File: config.mk
export PLATFORM = sky130hd
export DESIGN_NAME = e1_quad_device_flat
export DESIGN_NICKNAME = d
export VERILOG_FILES = /design/src/hdl/e1_quad_pkg.sv /design/src/hdl/e1_line_if.sv /design/src/hdl/e1_quad_device.sv /design/src/flat_wrapper.sv
export SDC_FILE = /design/constraint.sdc
export NUM_CORES = 1
export LEC_CHECK = 0
export ABC_AREA = 0
export BUFFER_PORTS_ARGS = -buffer_cell sky130_fd_sc_hd__buf_2
export CORE_UTILIZATION = 54
export CTS_CLUSTER_DIAMETER = 50
export DETAILED_ROUTE_END_ITERATION = 6
export GPL_TIMING_DRIVEN = 0
export PLACE_DENSITY = 0.76
export SYNTH_ARGS = -nofsm -noshare
export SYNTH_HDL_FRONTEND = slang
export SYNTH_SLANG_ARGS = --single-unit
File: constraint.sdc
create_clock -name i_clock -period 2.25 [get_ports i_clock]
set_clock_uncertainty 0.2 [all_clocks]
set_input_delay 0.5625 -clock i_clock [delete_from_list [all_inputs] [get_ports i_clock]]
set_output_delay 0.5625 -clock i_clock [all_outputs]
set_load 0.02 [all_outputs]
File: src/hdl/e1_quad_pkg.sv
`default_nettype none
package e1_quad_pkg;
   // ==========================================================
   // channel count and line timing
   localparam int unsigned CHANNELS        = 4;
   localparam int unsigned CLOCK_HZ        = 50_000_000;
   localparam int unsigned LINE_BPS        = 2_048_000;
   // cycles of i_clock per line bit, rounded down
   localparam int unsigned BIT_CYCLES      = CLOCK_HZ / LINE_BPS;
   localparam int unsigned HALF_BIT_CYCLES = BIT_CYCLES / 2;
   // ==========================================================
   // standard loss-of-signal timing, in line bit periods
   localparam int unsigned STD_DECLARE_ZEROS = 32;
   localparam int unsigned STD_CLEAR_MARKS   = 32;
   // extended timing, in loss-timing clock periods (implementer choice)
   localparam int unsigned EXT_DECLARE_TICKS = 16;
   localparam int unsigned EXT_CLEAR_TICKS   = 16;
   // ==========================================================
   // select pin levels
   localparam logic SEL_STANDARD = 1'b1;
   localparam logic SEL_EXTENDED = 1'b0;
   // ==========================================================
   // counter width used by the timers
   localparam int unsigned CNT_W = 8;
   localparam logic [CNT_W-1:0] CNT_ZERO = 8'h00;
   localparam logic [CNT_W-1:0] CNT_ONE  = 8'h01;
   // ==========================================================
   // per-channel loss state
   typedef enum logic [1:0] {LOS_OK, LOS_DECLARE, LOS_LOST, LOS_CLEAR} los_state_t;
endpackage
`default_nettype wire

File: src/hdl/e1_line_if.sv
`timescale 1ns/1ps
`default_nettype none
// ==========================================================
// framer-side digital pins of the quad line interface
interface e1_line_if;
   logic [3:0] tx_plus_mark;
   logic [3:0] tx_minus_mark;
   logic [3:0] tx_bit_clock;
   logic [3:0] rx_plus_mark;
   logic [3:0] rx_minus_mark;
   logic [3:0] signal_loss_flag;
   logic       loss_delay_select;
   logic       loss_timing_clock;

   modport device (
      input  tx_plus_mark, tx_minus_mark, tx_bit_clock,
      input  loss_delay_select, loss_timing_clock,
      output rx_plus_mark, rx_minus_mark, signal_loss_flag
   );
   modport framer (
      output tx_plus_mark, tx_minus_mark, tx_bit_clock,
      output loss_delay_select, loss_timing_clock,
      input  rx_plus_mark, rx_minus_mark, signal_loss_flag
   );
endinterface
`default_nettype wire

File: src/hdl/e1_quad_device.sv
`timescale 1ns/1ps
`default_nettype none
// Contract
// - four independent channels, no cross effects
// - each channel runs at 2.048 Mbps
// - select high standard, low extended timing
// - framer supplies timing clock only when extended
// - standard timing uses internal counts only
// - extended timing stretches declare and clear delays
// - loss flag held during loss condition
// - receive marks as two RZ rails
// - transmit accepts dual-rail NRZ or RZ
// - NRZ data retimed by transmit bit clock
module e1_quad_device (
   input  wire logic  i_clock,
   input  wire logic  i_nrst,
   e1_line_if.device  line,
   input  wire logic [3:0] i_line_in_plus,
   input  wire logic [3:0] i_line_in_minus,
   output logic [3:0] o_line_out_plus,
   output logic [3:0] o_line_out_minus
);
   // ==========================================================
   // shared pin synchronisers
   logic [1:0] sel_sync_reg;
   logic [2:0] ltc_sync_reg;
   wire        sel_standard;
   wire        ltc_tick;

   always_ff @(posedge i_clock or negedge i_nrst) begin
      if (!i_nrst) begin
         sel_sync_reg <= 2'h3;
         ltc_sync_reg <= 3'h0;
      end else begin
         sel_sync_reg <= {sel_sync_reg[0], line.loss_delay_select};
         ltc_sync_reg <= {ltc_sync_reg[1:0], line.loss_timing_clock};
      end
   end

   // mode decode and timing clock rising edge
   assign sel_standard = (sel_sync_reg[1] == e1_quad_pkg::SEL_STANDARD);
   assign ltc_tick     = ltc_sync_reg[1] & ~ltc_sync_reg[2];

   // ==========================================================
   // one independent channel per lane
   genvar ch;
   generate
      for (ch = 0; ch < 4; ch++) begin : g_ch
         logic [1:0] txp_sync_reg;
         logic [1:0] txn_sync_reg;
         logic [2:0] txc_sync_reg;
         logic [1:0] rxp_sync_reg;
         logic [1:0] rxn_sync_reg;
         logic       txc_seen_reg;
         logic       outp_reg;
         logic       outn_reg;
         logic       rxp_reg;
         logic       rxn_reg;
         logic       flag_reg;
         logic [e1_quad_pkg::CNT_W-1:0] bitcnt_reg;
         logic [e1_quad_pkg::CNT_W-1:0] runcnt_reg;
         e1_quad_pkg::los_state_t state_reg;
         wire        txc_rise;
         wire        bit_tick;
         wire        mark_now;
         wire        step;
         wire [e1_quad_pkg::CNT_W-1:0] declare_lim;
         wire [e1_quad_pkg::CNT_W-1:0] clear_lim;

         // input synchronisers
         always_ff @(posedge i_clock or negedge i_nrst) begin
            if (!i_nrst) begin
               txp_sync_reg <= 2'h0;
               txn_sync_reg <= 2'h0;
               txc_sync_reg <= 3'h0;
               rxp_sync_reg <= 2'h0;
               rxn_sync_reg <= 2'h0;
            end else begin
               txp_sync_reg <= {txp_sync_reg[0], line.tx_plus_mark[ch]};
               txn_sync_reg <= {txn_sync_reg[0], line.tx_minus_mark[ch]};
               txc_sync_reg <= {txc_sync_reg[1:0], line.tx_bit_clock[ch]};
               rxp_sync_reg <= {rxp_sync_reg[0], i_line_in_plus[ch]};
               rxn_sync_reg <= {rxn_sync_reg[0], i_line_in_minus[ch]};
            end
         end

         assign txc_rise = txc_sync_reg[1] & ~txc_sync_reg[2];

         // transmit: clocked NRZ or pass-through RZ
         always_ff @(posedge i_clock or negedge i_nrst) begin
            if (!i_nrst) begin
               txc_seen_reg <= 1'b0;
               outp_reg     <= 1'b0;
               outn_reg     <= 1'b0;
            end else begin
               if (txc_rise) begin
                  txc_seen_reg <= 1'b1;
                  outp_reg     <= txp_sync_reg[1];
                  outn_reg     <= txn_sync_reg[1];
               end else if (!txc_seen_reg) begin
                  outp_reg     <= txp_sync_reg[1];
                  outn_reg     <= txn_sync_reg[1];
               end
            end
         end

         // receive: RZ marks re-registered, one rail per polarity
         always_ff @(posedge i_clock or negedge i_nrst) begin
            if (!i_nrst) begin
               rxp_reg <= 1'b0;
               rxn_reg <= 1'b0;
            end else begin
               rxp_reg <= rxp_sync_reg[1] & ~rxn_sync_reg[1];
               rxn_reg <= rxn_sync_reg[1] & ~rxp_sync_reg[1];
            end
         end

         // bit-period timer at the line rate
         always_ff @(posedge i_clock or negedge i_nrst) begin
            if (!i_nrst) begin
               bitcnt_reg <= e1_quad_pkg::CNT_ZERO;
            end else if (bitcnt_reg == e1_quad_pkg::CNT_W'(e1_quad_pkg::BIT_CYCLES - 1)) begin
               bitcnt_reg <= e1_quad_pkg::CNT_ZERO;
            end else begin
               bitcnt_reg <= bitcnt_reg + e1_quad_pkg::CNT_ONE;
            end
         end

         assign bit_tick    = (bitcnt_reg == e1_quad_pkg::CNT_W'(e1_quad_pkg::BIT_CYCLES - 1));
         assign mark_now    = rxp_reg | rxn_reg;
         // step source and limits per mode
         assign step        = sel_standard ? bit_tick : ltc_tick;
         assign declare_lim = sel_standard ? e1_quad_pkg::CNT_W'(e1_quad_pkg::STD_DECLARE_ZEROS)
                                           : e1_quad_pkg::CNT_W'(e1_quad_pkg::EXT_DECLARE_TICKS);
         assign clear_lim   = sel_standard ? e1_quad_pkg::CNT_W'(e1_quad_pkg::STD_CLEAR_MARKS)
                                           : e1_quad_pkg::CNT_W'(e1_quad_pkg::EXT_CLEAR_TICKS);

         // mark capture across one step period (line bit or timing clock)
         logic mark_seen_reg;
         always_ff @(posedge i_clock or negedge i_nrst) begin
            if (!i_nrst) begin
               mark_seen_reg <= 1'b0;
            end else if (step) begin
               mark_seen_reg <= mark_now;
            end else if (mark_now) begin
               mark_seen_reg <= 1'b1;
            end
         end

         // loss declare and clear sequencing
         always_ff @(posedge i_clock or negedge i_nrst) begin
            if (!i_nrst) begin
               state_reg  <= e1_quad_pkg::LOS_OK;
               runcnt_reg <= e1_quad_pkg::CNT_ZERO;
               flag_reg   <= 1'b0;
            end else if (step) begin
               case (state_reg)
                  e1_quad_pkg::LOS_OK: begin
                     runcnt_reg <= e1_quad_pkg::CNT_ONE;
                     if (!mark_seen_reg) state_reg <= e1_quad_pkg::LOS_DECLARE;
                  end
                  e1_quad_pkg::LOS_DECLARE: begin
                     if (mark_seen_reg) begin
                        state_reg <= e1_quad_pkg::LOS_OK;
                     end else if (runcnt_reg >= declare_lim - e1_quad_pkg::CNT_ONE) begin
                        state_reg <= e1_quad_pkg::LOS_LOST;
                        flag_reg  <= 1'b1;
                     end else begin
                        runcnt_reg <= runcnt_reg + e1_quad_pkg::CNT_ONE;
                     end
                  end
                  e1_quad_pkg::LOS_LOST: begin
                     runcnt_reg <= e1_quad_pkg::CNT_ONE;
                     if (mark_seen_reg) state_reg <= e1_quad_pkg::LOS_CLEAR;
                  end
                  e1_quad_pkg::LOS_CLEAR: begin
                     if (!mark_seen_reg) begin
                        state_reg <= e1_quad_pkg::LOS_LOST;
                     end else if (runcnt_reg >= clear_lim - e1_quad_pkg::CNT_ONE) begin
                        state_reg <= e1_quad_pkg::LOS_OK;
                        flag_reg  <= 1'b0;
                     end else begin
                        runcnt_reg <= runcnt_reg + e1_quad_pkg::CNT_ONE;
                     end
                  end
                  default: begin
                     state_reg <= e1_quad_pkg::LOS_OK;
                  end
               endcase
            end
         end

         assign o_line_out_plus[ch]       = outp_reg;
         assign o_line_out_minus[ch]      = outn_reg;
         assign line.rx_plus_mark[ch]     = rxp_reg;
         assign line.rx_minus_mark[ch]    = rxn_reg;
         assign line.signal_loss_flag[ch] = flag_reg;
      end
   endgenerate
endmodule
`default_nettype wire

File: src/flat_wrapper.sv
// flat-port wrapper written by rule: the top's interface ports become plain ports
module e1_quad_device_flat 
  (i_clock, i_nrst, i_line_in_plus, i_line_in_minus, o_line_out_plus, o_line_out_minus, line_tx_plus_mark, line_tx_minus_mark, line_tx_bit_clock, line_loss_delay_select, line_loss_timing_clock, line_rx_plus_mark, line_rx_minus_mark, line_signal_loss_flag);
  e1_line_if line_i ();
  input  wire logic i_clock;
  input  wire logic i_nrst;
  input  wire logic [3:0] i_line_in_plus;
  input  wire logic [3:0] i_line_in_minus;
  output logic [3:0] o_line_out_plus;
  output logic [3:0] o_line_out_minus;
  input wire logic [$bits(line_i.tx_plus_mark)-1:0] line_tx_plus_mark;
  input wire logic [$bits(line_i.tx_minus_mark)-1:0] line_tx_minus_mark;
  input wire logic [$bits(line_i.tx_bit_clock)-1:0] line_tx_bit_clock;
  input wire logic [$bits(line_i.loss_delay_select)-1:0] line_loss_delay_select;
  input wire logic [$bits(line_i.loss_timing_clock)-1:0] line_loss_timing_clock;
  output wire logic [$bits(line_i.rx_plus_mark)-1:0] line_rx_plus_mark;
  output wire logic [$bits(line_i.rx_minus_mark)-1:0] line_rx_minus_mark;
  output wire logic [$bits(line_i.signal_loss_flag)-1:0] line_signal_loss_flag;
  assign line_i.tx_plus_mark = line_tx_plus_mark;
  assign line_i.tx_minus_mark = line_tx_minus_mark;
  assign line_i.tx_bit_clock = line_tx_bit_clock;
  assign line_i.loss_delay_select = line_loss_delay_select;
  assign line_i.loss_timing_clock = line_loss_timing_clock;
  assign line_rx_plus_mark = line_i.rx_plus_mark;
  assign line_rx_minus_mark = line_i.rx_minus_mark;
  assign line_signal_loss_flag = line_i.signal_loss_flag;
  e1_quad_device u_core (.i_clock(i_clock), .i_nrst(i_nrst), .line(line_i), .i_line_in_plus(i_line_in_plus), .i_line_in_minus(i_line_in_minus), .o_line_out_plus(o_line_out_plus), .o_line_out_minus(o_line_out_minus));
endmodule
======== Word-level counts from Yosys, hierarchy flattened ========
Cells that the tools add are included.
W data, S select, Z words.
word-level totals
  register bits ........................... 149
  logic and storage cells ................. 282
operators by class
  add/sub/neg operators ................... 9
  order comparisons ....................... 4
  eq/ne operators ......................... 52
  mux-type cells .......................... 97
  bitwise gates (word level) .............. 30
  reduce and logical (&&, ||, !) cells .... 28
operators with widths
  kind                   number
  $mux W8                16
  $pmux W8 S3            4
  $add A8 B1 Y8 const B  8
  $mux W2                24
  $mux W1                44
  $eq A8 B5 Y1 const B   4
  $ge A8 B8 Y1           4
  $ne A2 B1 Y1 const B   16
  $pmux W2 S4            4
  $ne A2 B2 Y1 const B   12
  $reduce_and A6 Y1      4
  $reduce_and A5 Y1      4
  $eq A2 B2 Y1 const B   8
  $reduce_bool A2 Y1     8
  $and A1 B1 Y1          13
  $not A1 Y1             13
  $ne A3 B1 Y1 const B   4
  $ne A3 B3 Y1 const B   4
  $reduce_and A3 Y1      4
  $eq A2 B1 Y1 const B   4
  $logic_not A2 Y1       4
  $pmux W1 S2            4
  $reduce_or A2 Y1       4
  $sub A8 B1 Y8 const B  1
  other kinds (2)        5

======== Logic depth before layout (Yosys ltp) ========
  word-level depth ........................ 6
  depth in mapped cells ................... 6

======== Least setup slack after synthesis ========
OpenSTA, ideal clock, no wires.
  kind .................................... register to register
  start point ............................. register u_core.sel_sync_reg[1]
  end point ............................... register u_core.g_ch[1].runcnt_reg[3] (netlist bit)
  library setup time ...................... 0.104 ns
  data arrival time ....................... 2.178 ns
  data required time ...................... 1.946 ns
  slack ................................... -0.232 ns
  stages on the path, launching flop included .. 7
  path through ............................ dfstp_2 inv_1 ha_1 or4_4 or3_4 or3_1 o311ai_1
on the way
  word-level cells in the longest chain between the ends .. 6
  elaborated cells between the ends (all ways) .. 9
RTL lines
  element                            line                                          text
  start, declared                    e1_quad_device.sv:25                          logic [1:0] sel_sync_reg;
  start signal, assigned             e1_quad_device.sv:35                          sel_sync_reg <= {sel_sync_reg[0], line.loss_delay_select};
  $mux W6                            e1_quad_device.sv:133, e1_quad_device.sv:135
  $sub A8 B1 Y8                      e1_quad_device.sv:165, e1_quad_device.sv:179
  $ge A8 B8 Y1                       e1_quad_device.sv:165, e1_quad_device.sv:179
  $mux W8                            --
  $mux W8, on equally long branches  --
  $pmux W8 S3                        --
  end signal, assigned               e1_quad_device.sv:169                         runcnt_reg <= runcnt_reg + e1_quad_pkg::CNT_ONE;
  end signal, assigned               e1_quad_device.sv:173                         runcnt_reg <= e1_quad_pkg::CNT_ONE;
  end signal, assigned               e1_quad_device.sv:183                         runcnt_reg <= runcnt_reg + e1_quad_pkg::CNT_ONE;
  end, declared                      e1_quad_device.sv:61                          logic [e1_quad_pkg::CNT_W-1:0] runcnt_reg;
Parallel ways exist; a longest one is shown, timed or not. The select of a mux whose other input is x is not followed.
A chain may end at the register's enable or synchronous reset.

======== Worst setup path after layout ========
  start point ............................. register u_core.sel_sync_reg[1]
  end point ............................... register u_core.g_ch[3].runcnt_reg[4] (netlist bit)
on the way
  word-level cells in the longest chain between the ends .. 6
  elaborated cells between the ends (all ways) .. 9
RTL lines
  element                            line
  $mux W6                            e1_quad_device.sv:133, e1_quad_device.sv:135
  $sub A8 B1 Y8                      e1_quad_device.sv:165, e1_quad_device.sv:179
  $ge A8 B8 Y1                       e1_quad_device.sv:165, e1_quad_device.sv:179
  $mux W8                            --
  $mux W8, on equally long branches  --
  $pmux W8 S3                        --
  end signal, assigned               e1_quad_device.sv:169
  end signal, assigned               e1_quad_device.sv:173
  end signal, assigned               e1_quad_device.sv:183
  end, declared                      e1_quad_device.sv:61
Parallel ways exist; a longest one is shown, timed or not. The select of a mux whose other input is x is not followed.

==> flow_summary_export.csv <==
group,metric,value,unit
cells_and_area,drive_gt1_frac,0.3137,
detailed_routing,vias,4356,
clock_tree,cts_tree,"yes",
cells_and_area,n_antenna_cell,0,
timing,holdWs,0.1462,ns
setup_path,worstPathArrival,2.81,ns
cells_and_area,final_util,0.7379,
hold_path,hold_start,"u_core.g_ch[2].rxp_sync_reg[0]",
setup_path,cp-end-kind,"register",
placed_design,place.detailed.hpwl,6882,um
setup_path,max_stage_delay,0.59,ns
setup_path,cp_cell_sequence,"inv_4, buf_4, buf_6, ha_4, nand4_1, nand3_2, or4_4, o311ai_4",
setup_path,crit_fanout,6,
placed_design,dp.cells,684,
clock_tree,clk_latency,0.53,ns
detailed_routing,drc,0,
hold_path,hold_class,"reg2reg",
detailed_routing,ant_nets,0,
clock_tree,clk_pin_slew,0.06,ns
timing,setup_viol,26,
setup_path,critPathSlowestCell,"dfstp_2",
run,cap_violations,0,
pwr,leakage,3.605,nW
pwr,power.density,832.5,mW/mm^2
floorplanning,pin_count,44,
cells_and_area,multiInputGateArea,0.002455,mm^2
yosys,ys_seq_area_frac,0.6191,
timing,grt_setup_unrepaired,"true",
clock_tree,htree_levels,4,
setup_path,r2r_slack,-0.33,ns
yosys,synth_edf_count,0,
cells_and_area,syn2layout_area_growth,32.72,%
cells_and_area,fin_cells,768,
timing,tns,-3.522,ns
floorplanning,coreArea,0.01084,mm^2
floorplanning,fp.dieH,107.6,um
floorplanning,start_util,0.5560,
cells_and_area,seqCellArea,0.003731,mm^2
clock_tree,cts_buffers,17,
global_route,grt_pass1_wl,19750,um
cells_and_area,fillers,663,
timing,fin_ws,-0.3276,ns
yosys,syn-num-nets,536,
setup_path,cp.depth,8,
setup_path,required,2.48,ns
yosys,avgSynthCellArea,12.05,um^2
pwr,ir_drop,566.2,uV
yosys,async_flop_share,1.000,
detailed_routing,routed_wl,13150,um
placed_design,io_buffers,43,
yosys,synth.distinct_cells,52,
floorplanning,rows,38,
setup_path,path_class,"reg2reg",
cells_and_area,fin_nets,651,
clock_tree,clockRootBuffer,"clkbuf_8",
timing,worst_slew_pin_slew,0.7172,ns
detailed_routing,avgViaCountPerCell,5.672,
yosys,syn_area,0.006027,mm^2
global_route,grt_antenna_before_repair,0,
floorplanning,dieArea,0.01159,mm^2
global_route,grt_max_degree,94,
yosys,ys_ff_latch,149,
setup_path,timing.rr.start,"u_core.sel_sync_reg[1]",
hold_path,hold_end,"u_core.g_ch[2].rxp_sync_reg[1]",
detailed_routing,drt_first_iter_violations,256,
detailed_routing,wl_per_cell,17.12,um
timing,relSlewSlack,0.5201,
timing,slew_viol_final,0,
outcome,violations,"negative setup slack",
setup_path,cp_num_buf_inv,3,
setup_path,r2r_end,"u_core.g_ch[3].runcnt_reg[4]",
global_route,grt_pass1_vias,4265,
outcome,status,"finished, violations left",
setup_path,crit_family,"simple AND/OR/NAND/NOR gates",
timing,fin_crit,2.578,ns
timing,max_freq,0.3880,GHz
global_route,overflow,0,
timing,min_period_over_period,1.146,
timing,hold_viol,0,
placed_design,gp_congestion,0.7755,
yosys,synth_warnings,0,
clock_tree,clock_sinks,149,
yosys,synth_ff_type,"dfrtp_1",
floorplanning,die_w,107.6,um
detailed_routing,drtPass1Iterations,5,
setup_path,worstSetupStartpointType,"register",
setup_path,r2r_cells,8,
pwr,p_total,0.006659,W
global_route,grt_usage,0.2249,
clock_tree,cts_buffer_depth,2,
hold_path,holdPathStages,0,
yosys,synthCells,500,
[final cells by class]
cell class | count | share of cell area
Buffer | 30 | 0.02659
Sequential cell | 149 | 0.4664
Multi-Input combinational cell | 310 | 0.3069
Tap cell | 140 | 0.02190
Inverter | 10 | 0.005005
Clock inverter | 8 | 0.02096
Clock buffer | 24 | 0.06132
Timing Repair Buffer | 97 | 0.09088
[worst max-delay path by stage]
stage	startpoint	to
after floorplan	u_core.sel_sync_reg[1]	u_core.g_ch[1].runcnt_reg[3]
after global placement	i_nrst	u_core.g_ch[0].rxn_sync_reg[0]
after detailed placement	u_core.sel_sync_reg[1]	u_core.g_ch[1].runcnt_reg[3]
after CTS	u_core.sel_sync_reg[1]	u_core.g_ch[1].runcnt_reg[3]
after global routing	u_core.sel_sync_reg[1]	u_core.g_ch[3].runcnt_reg[4]
final	u_core.sel_sync_reg[1]	u_core.g_ch[3].runcnt_reg[4]
[report_power, final]
| part | internal, W | switching (W) | total (W) | leakage (nW) |
|---|---|---|---|---|
| registers | 0.00282 | 0.000111 | 0.00293 | 1.86 |
| clock network | 0.00206 | 0.00105 | 0.00311 | 0.321 |
| logic | 0.000275 | 0.000339 | 0.000614 | 1.42 |
| total | 0.00515 | 0.00151 | 0.00666 | 3.60 |
[repair_timing]
action,in CTS,in global routing
pin swaps,14,28
gates cloned,0,0
endpoints found under the hold margin,76,0
setup buffers,14,16
hold buffers,23,0
resized for setup,47,45
endpoints found under the setup margin,26,34
[through the flow]
step / setup WS (ns) / instance area (um^2)
after floorplan: -0.1369 / 6040
after global placement: -1.531 / 6430
after detailed placement: -0.3963 / 6464
after CTS: -0.2667 / 7666
after global routing: -0.3419 / 7999
final: -0.3276 / 7999
[logic make-up after synthesis]
kind of cell               Yosys count  synth area share
and+or+nand+nor                    184            0.1698
DFF                                149            0.6191
AOI/OAI and AO/OA                   72           0.08242
buffers and inverters               41           0.03799
xor gates and xnor gates            28           0.04069
muxes                               14           0.02512
adders and majority gates           12           0.02491
[placed cells by master, fill, tap and decap left out, drive strengths merged, types with 3 or more instances in the layout]
| cell type | netlist | final |
|---|---|---|
| xnor2 | 13 | 13 |
| ha | 12 | 12 |
| a41oi | 3 | 3 |
| nand2 | 33 | 33 |
| mux2i | 5 | 5 |
| bufinv | 0 | 5 |
| o21a | 5 | 5 |
| and3 | 6 | 6 |
| and2 | 3 | 3 |
| nand4b | 4 | 4 |
| buf | 20 | 96 |
| nand3b | 4 | 4 |
| o21ai | 20 | 20 |
| nor3 | 11 | 11 |
| nand4 | 8 | 8 |
| nor2 | 24 | 24 |
| a21oi | 8 | 8 |
| dlygate4sd3 | 0 | 23 |
| xor2 | 15 | 15 |
| o31ai | 4 | 4 |
| a311oi | 3 | 3 |
| a211o | 5 | 5 |
| o211ai | 9 | 9 |
| nand3 | 29 | 29 |
| nor2b | 20 | 20 |
| or3 | 4 | 4 |
| nand2b | 15 | 15 |
| clkbuf | 11 | 32 |
| dfrtp | 147 | 147 |
| or4b | 4 | 4 |
| or4 | 8 | 8 |
| mux2 | 9 | 9 |
| nor4 | 5 | 5 |
| inv | 10 | 10 |
[synth_stat cells, drive strengths merged, types with 3 or more instances]
cell / number / share of area
a211o: 5 / 0.0073
a21oi: 8 / 0.0066
a311oi: 3 / 0.0044
a41oi: 3 / 0.0044
and2: 3 / 0.0031
and3: 6 / 0.0062
buf: 20 / 0.025
clkbuf: 11 / 0.0069
dfrtp: 147 / 0.61
ha: 12 / 0.025
inv: 10 / 0.0062
mux2: 9 / 0.017
mux2i: 5 / 0.0083
nand2: 33 / 0.021
nand2b: 15 / 0.016
nand3: 29 / 0.024
nand3b: 4 / 0.0050
nand4: 8 / 0.0083
nand4b: 4 / 0.0058
nor2: 24 / 0.015
nor2b: 20 / 0.021
nor3: 11 / 0.0091
nor4: 5 / 0.0052
o211ai: 9 / 0.011
o21a: 5 / 0.0062
o21ai: 20 / 0.017
o31ai: 4 / 0.0050
or3: 4 / 0.0050
or4: 8 / 0.011
or4b: 4 / 0.0073
xnor2: 13 / 0.019
xor2: 15 / 0.022
[layer usage]
layer	share of wire	wire length, um	global-route usage	up-vias
li1	-	-	-	1998
met1	0.40	5268	0.2755	2179
met2	0.53	6917	0.3764	143
met3	0.044	575	0.06174	36
met4	0.029	386	0.09100	0
met5	0	0	0	-
Note: power is estimated with default switching activity, not from simulation.
